--- config.mk ---
export PLATFORM = sky130hd
export DESIGN_NAME = phy_mgmt_access
export DESIGN_NICKNAME = d
export VERILOG_FILES = /design/src/core/phy_mgmt_pkg.sv /design/src/core/phy_mgmt_access.sv /design/src/core/bit_sync.sv /design/src/core/half_period_tick.sv
export SDC_FILE = /design/constraint.sdc
export NUM_CORES = 1
export LEC_CHECK = 0
export BUFFER_PORTS_ARGS = -buffer_cell sky130_fd_sc_hd__buf_2
export CAP_MARGIN = 20
export CORE_MARGIN = 1
export CORE_UTILIZATION = 57
export DETAILED_ROUTE_END_ITERATION = 12
export PLACE_DENSITY = 0.77
export REMOVE_ABC_BUFFERS = 1
export SYNTH_ARGS = -nofsm -noshare
export SYNTH_HDL_FRONTEND = slang
export SYNTH_SLANG_ARGS = --single-unit
--- constraint.sdc ---
create_clock -name clk_sys_i -period 2.6 [get_ports clk_sys_i]
set_input_delay 0 -clock clk_sys_i [delete_from_list [all_inputs] [get_ports clk_sys_i]]
set_output_delay 0 -clock clk_sys_i [all_outputs]
set_load 0.01 [all_outputs]
--- src/core/phy_mgmt_pkg.sv ---
// constants shared by the phy management access block
`default_nettype none
package phy_mgmt_pkg;
	// register byte offsets on the plain register port
	localparam int ADDR_W = 4;
	localparam logic [3:0] OFS_ACCESS = 4'h0;
	localparam logic [3:0] OFS_IRQ_STATUS = 4'h4;
	localparam logic [3:0] OFS_IRQ_MASK = 4'h8;
	// access register fields
	localparam int REG_IDX_LSB = 0;
	localparam int REG_IDX_MSB = 4;
	localparam int CMD_WRITE_BIT = 7;
	localparam int PHY_ADDR_LSB = 8;
	localparam int PHY_ADDR_MSB = 12;
	localparam int BUSY_BIT = 15;
	localparam int DATA_LSB = 16;
	localparam int DATA_MSB = 31;
	localparam logic [4:0] REG_IDX_RST = 5'h00;
	localparam logic [4:0] PHY_ADDR_RST = 5'h00;
	localparam logic [15:0] DATA_RST = 16'h0000;
	// interrupt status and mask layout
	localparam int IRQ_DONE_BIT = 0;
	localparam logic [0:0] IRQ_RST = 1'h0;
	// management clock timing
	localparam int CLK_PERIOD_NS = 20;
	localparam int MDC_HALF_NS = 200;
	localparam int MDC_HALF_CYC = (MDC_HALF_NS + CLK_PERIOD_NS - 1) / CLK_PERIOD_NS;
	localparam int DIV_W = 4;
	// management frame layout, bit positions counted from the first preamble bit
	localparam int FRAME_W = 64;
	localparam logic [5:0] POS_START = 6'h20;
	localparam logic [5:0] POS_OP = 6'h22;
	localparam logic [5:0] POS_PHY = 6'h24;
	localparam logic [5:0] POS_REG = 6'h29;
	localparam logic [5:0] POS_TA = 6'h2E;
	localparam logic [5:0] POS_DATA = 6'h30;
	localparam logic [5:0] POS_LAST = 6'h3F;
	localparam logic [31:0] PREAMBLE = 32'hFFFFFFFF;
	localparam logic [1:0] START_CODE = 2'h1;
	localparam logic [1:0] OP_READ = 2'h2;
	localparam logic [1:0] OP_WRITE = 2'h1;
	localparam logic [1:0] TA_WRITE = 2'h2;
	typedef enum logic [1:0] {
		ST_IDLE = 2'b00,
		ST_RUN = 2'b01,
		ST_END = 2'b10
	} mgmt_state_e;
endpackage : phy_mgmt_pkg
`default_nettype wire

--- src/core/phy_mgmt_access.sv ---
// phy management access register and management frame engine
//
// Overview of operation
// - low five bits of the access register pick the phy register index.
// - bits 12:8 give the phy device address used in the frame.
// - command bit clear makes the frame a read of the chosen register.
// - read completion puts the sixteen returned bits into bits 31:16.
// - command bit set writes the data field to the chosen register.
// - writing the access register sets the busy bit at once.
// - busy bit clears only after the whole frame has finished.
// - this register is the only software path to phy registers.
`default_nettype none
module phy_mgmt_access (
	input wire logic clk_sys_i,
	input wire logic arst_n_i,
	input wire logic [phy_mgmt_pkg::ADDR_W-1:0] addr_i,
	input wire logic [31:0] wdata_i,
	input wire logic wr_i,
	input wire logic rd_i,
	output logic [31:0] rdata_o,
	output logic irq_o,
	output logic mdc_o,
	input wire logic mdio_i,
	output logic mdio_o,
	output logic mdio_oe_n_o
);
	phy_mgmt_pkg::mgmt_state_e state;
	phy_mgmt_pkg::mgmt_state_e next_state;
	logic [4:0] phy_reg_index;
	logic [4:0] next_phy_reg_index;
	logic [4:0] phy_device_addr;
	logic [4:0] next_phy_device_addr;
	logic phy_cmd_write;
	logic next_phy_cmd_write;
	logic phy_cmd_busy;
	logic next_phy_cmd_busy;
	logic [15:0] phy_xfer_data;
	logic [15:0] next_phy_xfer_data;
	logic [phy_mgmt_pkg::FRAME_W-1:0] shreg;
	logic [phy_mgmt_pkg::FRAME_W-1:0] next_shreg;
	logic [5:0] bit_cnt;
	logic [5:0] next_bit_cnt;
	logic next_mdc;
	logic next_mdio;
	logic next_mdio_oe_n;
	logic irq_status;
	logic next_irq_status;
	logic irq_mask;
	logic next_irq_mask;
	logic [31:0] next_rdata;
	logic mdio_s;
	logic tick;
	logic launch;
	logic done_evt;
	logic [31:0] access_view;

	bit_sync u_mdio_sync (
		.clk_sys_i(clk_sys_i),
		.arst_n_i(arst_n_i),
		.din_i(mdio_i),
		.dout_o(mdio_s)
	);

	half_period_tick u_tick (
		.clk_sys_i(clk_sys_i),
		.arst_n_i(arst_n_i),
		.en_i(state != phy_mgmt_pkg::ST_IDLE),
		.tick_o(tick)
	);

	// writes during a transaction are refused so the frame in flight stays intact
	assign launch = wr_i && (addr_i == phy_mgmt_pkg::OFS_ACCESS) && !phy_cmd_busy;
	assign done_evt = (state == phy_mgmt_pkg::ST_END) && tick;

	assign access_view = {phy_xfer_data, phy_cmd_busy, 2'h0, phy_device_addr,
		phy_cmd_write, 2'h0, phy_reg_index};

	// register file and command launch
	always_comb begin
		next_phy_reg_index = phy_reg_index;
		next_phy_device_addr = phy_device_addr;
		next_phy_cmd_write = phy_cmd_write;
		next_irq_mask = irq_mask;
		next_rdata = 32'h00000000;
		if (launch) begin
			next_phy_reg_index = wdata_i[phy_mgmt_pkg::REG_IDX_MSB:phy_mgmt_pkg::REG_IDX_LSB];
			next_phy_device_addr = wdata_i[phy_mgmt_pkg::PHY_ADDR_MSB:phy_mgmt_pkg::PHY_ADDR_LSB];
			next_phy_cmd_write = wdata_i[phy_mgmt_pkg::CMD_WRITE_BIT];
		end
		if (wr_i && addr_i == phy_mgmt_pkg::OFS_IRQ_MASK) begin
			next_irq_mask = wdata_i[phy_mgmt_pkg::IRQ_DONE_BIT];
		end
		if (rd_i) begin
			case (addr_i)
				phy_mgmt_pkg::OFS_ACCESS: begin
					next_rdata = access_view;
				end
				phy_mgmt_pkg::OFS_IRQ_STATUS: begin
					next_rdata = {31'h00000000, irq_status};
				end
				phy_mgmt_pkg::OFS_IRQ_MASK: begin
					next_rdata = {31'h00000000, irq_mask};
				end
				default: begin
					next_rdata = 32'h00000000;
				end
			endcase
		end
	end

	// done event is sticky; a new event beats a simultaneous write-one clear
	always_comb begin
		next_irq_status = irq_status;
		if (wr_i && addr_i == phy_mgmt_pkg::OFS_IRQ_STATUS && wdata_i[phy_mgmt_pkg::IRQ_DONE_BIT]) begin
			next_irq_status = 1'b0;
		end
		if (done_evt) begin
			next_irq_status = 1'b1;
		end
	end

	// frame engine: bits change after mdc falls and are sampled as mdc rises
	always_comb begin
		next_state = state;
		next_phy_cmd_busy = phy_cmd_busy;
		next_phy_xfer_data = phy_xfer_data;
		next_shreg = shreg;
		next_bit_cnt = bit_cnt;
		next_mdc = mdc_o;
		next_mdio = mdio_o;
		next_mdio_oe_n = mdio_oe_n_o;
		case (state)
			phy_mgmt_pkg::ST_IDLE: begin
				next_mdc = 1'b0;
				next_mdio_oe_n = 1'b1;
				next_mdio = 1'b1;
				if (launch) begin
					next_phy_cmd_busy = 1'b1;
					next_state = phy_mgmt_pkg::ST_RUN;
					next_bit_cnt = 6'h00;
					if (wdata_i[phy_mgmt_pkg::CMD_WRITE_BIT]) begin
						next_phy_xfer_data = wdata_i[phy_mgmt_pkg::DATA_MSB:phy_mgmt_pkg::DATA_LSB];
						next_shreg = {phy_mgmt_pkg::PREAMBLE, phy_mgmt_pkg::START_CODE, phy_mgmt_pkg::OP_WRITE,
							wdata_i[phy_mgmt_pkg::PHY_ADDR_MSB:phy_mgmt_pkg::PHY_ADDR_LSB],
							wdata_i[phy_mgmt_pkg::REG_IDX_MSB:phy_mgmt_pkg::REG_IDX_LSB],
							phy_mgmt_pkg::TA_WRITE,
							wdata_i[phy_mgmt_pkg::DATA_MSB:phy_mgmt_pkg::DATA_LSB]};
					end else begin
						next_shreg = {phy_mgmt_pkg::PREAMBLE, phy_mgmt_pkg::START_CODE, phy_mgmt_pkg::OP_READ,
							wdata_i[phy_mgmt_pkg::PHY_ADDR_MSB:phy_mgmt_pkg::PHY_ADDR_LSB],
							wdata_i[phy_mgmt_pkg::REG_IDX_MSB:phy_mgmt_pkg::REG_IDX_LSB],
							phy_mgmt_pkg::TA_WRITE, phy_mgmt_pkg::DATA_RST};
					end
					next_mdio = 1'b1;
					next_mdio_oe_n = 1'b0;
				end
			end
			phy_mgmt_pkg::ST_RUN: begin
				if (tick) begin
					next_mdc = !mdc_o;
					if (!mdc_o) begin
						if (!phy_cmd_write && bit_cnt >= phy_mgmt_pkg::POS_DATA) begin
							next_phy_xfer_data = {phy_xfer_data[14:0], mdio_s};
						end
					end else if (bit_cnt == phy_mgmt_pkg::POS_LAST) begin
						next_state = phy_mgmt_pkg::ST_END;
						next_mdio_oe_n = 1'b1;
						next_mdio = 1'b1;
					end else begin
						next_bit_cnt = bit_cnt + 6'h01;
						next_shreg = {shreg[phy_mgmt_pkg::FRAME_W-2:0], 1'b1};
						next_mdio = shreg[phy_mgmt_pkg::FRAME_W-2];
						// read frames hand the line to the phy from the turnaround on
						next_mdio_oe_n = !phy_cmd_write && (bit_cnt + 6'h01 >= phy_mgmt_pkg::POS_TA);
					end
				end
			end
			phy_mgmt_pkg::ST_END: begin
				next_mdc = 1'b0;
				if (tick) begin
					next_phy_cmd_busy = 1'b0;
					next_state = phy_mgmt_pkg::ST_IDLE;
				end
			end
			default: begin
				next_state = phy_mgmt_pkg::ST_IDLE;
				next_phy_cmd_busy = 1'b0;
			end
		endcase
	end

	always_ff @(posedge clk_sys_i or negedge arst_n_i) begin
		if (!arst_n_i) begin
			phy_reg_index <= phy_mgmt_pkg::REG_IDX_RST;
			phy_device_addr <= phy_mgmt_pkg::PHY_ADDR_RST;
			phy_cmd_write <= 1'b0;
			irq_mask <= phy_mgmt_pkg::IRQ_RST;
			irq_status <= phy_mgmt_pkg::IRQ_RST;
			rdata_o <= 32'h00000000;
		end else begin
			phy_reg_index <= next_phy_reg_index;
			phy_device_addr <= next_phy_device_addr;
			phy_cmd_write <= next_phy_cmd_write;
			irq_mask <= next_irq_mask;
			irq_status <= next_irq_status;
			rdata_o <= next_rdata;
		end
	end

	always_ff @(posedge clk_sys_i or negedge arst_n_i) begin
		if (!arst_n_i) begin
			state <= phy_mgmt_pkg::ST_IDLE;
			phy_cmd_busy <= 1'b0;
			phy_xfer_data <= phy_mgmt_pkg::DATA_RST;
			shreg <= '1;
			bit_cnt <= 6'h00;
			mdc_o <= 1'b0;
			mdio_o <= 1'b1;
			mdio_oe_n_o <= 1'b1;
		end else begin
			state <= next_state;
			phy_cmd_busy <= next_phy_cmd_busy;
			phy_xfer_data <= next_phy_xfer_data;
			shreg <= next_shreg;
			bit_cnt <= next_bit_cnt;
			mdc_o <= next_mdc;
			mdio_o <= next_mdio;
			mdio_oe_n_o <= next_mdio_oe_n;
		end
	end

	assign irq_o = irq_status & irq_mask;

	// checks
	logic run_fall;
	assign run_fall = (state == phy_mgmt_pkg::ST_RUN) && mdc_o;
endmodule : phy_mgmt_access
`default_nettype wire

--- src/core/bit_sync.sv ---
// two flip-flop synchroniser for one level from outside the clock domain
`default_nettype none
module bit_sync (
	input wire logic clk_sys_i,
	input wire logic arst_n_i,
	input wire logic din_i,
	output logic dout_o
);
	logic meta;
	logic next_meta;
	logic next_dout;

	always_comb begin
		next_meta = din_i;
		next_dout = meta;
	end

	always_ff @(posedge clk_sys_i or negedge arst_n_i) begin
		if (!arst_n_i) begin
			meta <= 1'b1;
			dout_o <= 1'b1;
		end else begin
			meta <= next_meta;
			dout_o <= next_dout;
		end
	end
endmodule : bit_sync
`default_nettype wire

--- src/core/half_period_tick.sv ---
// enable pulse generator for each half period of the management clock
`default_nettype none
module half_period_tick (
	input wire logic clk_sys_i,
	input wire logic arst_n_i,
	input wire logic en_i,
	output logic tick_o
);
	localparam logic [phy_mgmt_pkg::DIV_W-1:0] LAST =
		phy_mgmt_pkg::DIV_W'(phy_mgmt_pkg::MDC_HALF_CYC - 1);
	logic [phy_mgmt_pkg::DIV_W-1:0] cnt;
	logic [phy_mgmt_pkg::DIV_W-1:0] next_cnt;
	logic next_tick;

	// counter restarts when idle so every frame starts with a full half period
	always_comb begin
		next_cnt = '0;
		next_tick = 1'b0;
		if (en_i) begin
			if (cnt == LAST) begin
				next_tick = 1'b1;
			end else begin
				next_cnt = cnt + 1'b1;
			end
		end
	end

	always_ff @(posedge clk_sys_i or negedge arst_n_i) begin
		if (!arst_n_i) begin
			cnt <= '0;
			tick_o <= 1'b0;
		end else begin
			cnt <= next_cnt;
			tick_o <= next_tick;
		end
	end
endmodule : half_period_tick
`default_nettype wire

==> results.cfg <==
[floorplan]
die_h_um = 104.4
start_util = 0.5840
dieArea_um2 = 10900
ios = 77
die_x_um = 104.4
std_cell_rows = 37
core_um2 = 10230

[drt]
drc = 0
final_antenna_net_count = 0
dr.first_iter.drc_count = 274
vias = 4360
drt-total-wl_um = 12000
avgViaCountPerCell = 5.330
wire_per_inst_um = 14.67
drt_first_pass_iters = 4

[worst_hold_path]
hold_path_class = primary input to async pin

[final_layout]
final_cell_count_no_fill = 818
antenna_cells = 0
nets = 714
seq_area_um2 = 3562
drive_above_1_share = 0.2933
fin_area_um2 = 7431
multi_input_area_um2 = 2232
syn2layout_area_growth_pct = 24.38
fill_cells = 698

[sta]
hold_viol = 0
rsz0062_at_grt = false
relSlewSlack = 0.6131
fin_crit_sh = 0.8721
tightest_slew_ps = 580.4
min_period_ps = 2267
holdWs_ps = 15.27
skew_ps = 14.04
setup_viol = 0
finalMaxSlewViolations = 0
fmax_mhz = 441.0

[cts]
clk_pin_slew_ps = 60
clkLatencyLatePin_ps = 530
cts_root_buf = clkbuf_8
cts.htree.levels = 4
cts_buffers = 17
tritoncts = done
cts_resized = 0
clkSinkCount = 139
clockBufferDepth = 2

[synth]
synth_seq_area_share = 0.5962
yosysMostFrequentCell = nand2_1
synth_compound_area_frac = 0.1187
synth_top_cells_by_count = nand2_1 (90), o21ai_0 (79), dfrtp_1 (72)
synthCells = 570
yosys.area_share.simple = 0.1652
ys_types = 47
synth_top_area_frac = 0.3016
yosys_warnings = 0
synth_top_area_cell = dfrtp_1
async_flop_share = 1.000
avgSynthCellArea_um2 = 10.48
synth_edf_count = 0
yosys.area_share.adder = 0.008377
synth_top_family_by_area = simple AND/OR/NAND/NOR gates
ys.flop_type = dfrtp_1
syn_area_um2 = 5974
synth-seq-cells = 139
synthMuxAreaShare = 0.06974
synthTopCellsByArea = dfrtp_1 (30%), dfstp_2 (29%), o21ai_0 (6.6%)
synth_xor_area_frac = 0.005864

[setup_path]
critPathKind = flop to flop
r2r_end = shreg[31]
r2r_start = bit_cnt[0]
cp_data_arrival_time_ps = 2700
r2r_setup_slack_ps = 330
worstSetupStartpoint = bit_cnt[0]
crit_fanout = 26
worstPathRequired_ps = 3030
rr_worst_depth = 7
cp-end-kind = flop
cp-start-kind = flop

[global_routing]
grt_pass1_vias = 4296
grt_pass1_wl_um = 20710
track_usage = 0.2425
grt_max_degree = 62
antenna_found_initial = 0
grt_overflow = 0

[placed_design]
portBuffers = 67
dp.cells = 749
post_dp_cell_area_um2 = 6440
place_congestion = 0.8160
hpwl_um = 7039

[pwr]
power.total_uw = 5376
ir_worst_vdd_uv = 514.6
p_per_area_nw_per_um2 = 723.5
p_leak_uw = 0.003522

[run_status]
status = finished clean

[job]
maxCapViolCount = 0
## cells by family (layout without fill, tap and decap cells)
family | after synthesis | count (layout)
other cells | 1 | 4
buf+inv | 43 | 152
flops | 139 | 139
compound gates | 128 | 128
simple gates | 211 | 211
xor+xnor | 4 | 4
fa+ha+maj | 4 | 4
mux | 40 | 40
## metrics by stage
step	util	setup slack [ps]	TNS, ps
after floorplan	-	-1128	-72620
after global placement	0.6294	461.1	0
after detailed placement	0.6294	348.7	0
after CTS	0.7248	321.6	0
after global routing	0.7263	74.66	0
final	0.7263	332.6	0
## cell usage in the layout, fill, tap and decap left out, drive strengths merged, types with 5 or more instances in the layout
| cell | count |
|---|---|
| a21oi | 20 |
| and2 | 29 |
| and3 | 17 |
| buf | 81 |
| clkbuf | 18 |
| clkinv | 8 |
| dfrtp | 72 |
| dfstp | 67 |
| dlygate4sd3 | 36 |
| mux2 | 13 |
| mux2i | 27 |
| nand2 | 90 |
| nor2 | 48 |
| nor2b | 5 |
| o21ai | 92 |
## how the worst max path moves through the flow
stage                             endpoint  slack, ps  cells after the start
after floorplan                 bit_cnt[2]      -1130                      5
after global placement           shreg[43]        460                      7
after detailed placement  phy_xfer_data[3]        350                      4
after CTS                 phy_xfer_data[3]        320                      4
after global routing             shreg[51]         70                      7
final                            shreg[31]        330                      7
## flip-flops by register name, summed over array words and instances (netlist names), 2 cells and up
| name | cells |
|---|---|
| shreg | 63 |
| bit_cnt | 6 |
| state | 2 |
| phy_xfer_data | 16 |
| u_tick.cnt | 4 |
| rdata_o | 28 |
| phy_reg_index | 5 |
| phy_device_addr | 5 |
## cell type report
class	instances	area share
Clock buffer	18	0.05624
Clock inverter	14	0.02660
Inverter	3	0.001515
Multi-Input combinational cell	391	0.3004
Sequential cell	139	0.4794
Tap cell	136	0.02290
Timing Repair Buffer	117	0.1130
## report_power, final
part,switching [uW],internal [uW]
combinational,259,203
clock,919,1560
sequential,82.5,2350
total,1260,4120
## critical path, stage by stage (launching register included)
cell and delay, ps:
dfrtp_1 440, ha_1 400, nand2_1 170, o211ai_2 360, o31a_4 350, buf_4 280
nand2_1 70, o21ai_0 100
## layer usage
layer / GRT usage / up-vias / share of wire / routed length [um]
met3: 0.05890 / 10 / 0.040 / 474
li1: - / 2122 / - / -
met5: 0 / - / 0 / 0
met4: 0.08367 / 0 / 0.0079 / 95
met2: 0.3822 / 78 / 0.50 / 6056
met1: 0.3298 / 2150 / 0.45 / 5370
## what timing repair did
item	4_1_cts	5_1_grt
buffers inserted	0	0
hold endpoints to repair	157	0
setup endpoints to repair	0	0
hold buffers	36	0
No activity file was read; power rests on OpenSTA's default activity.
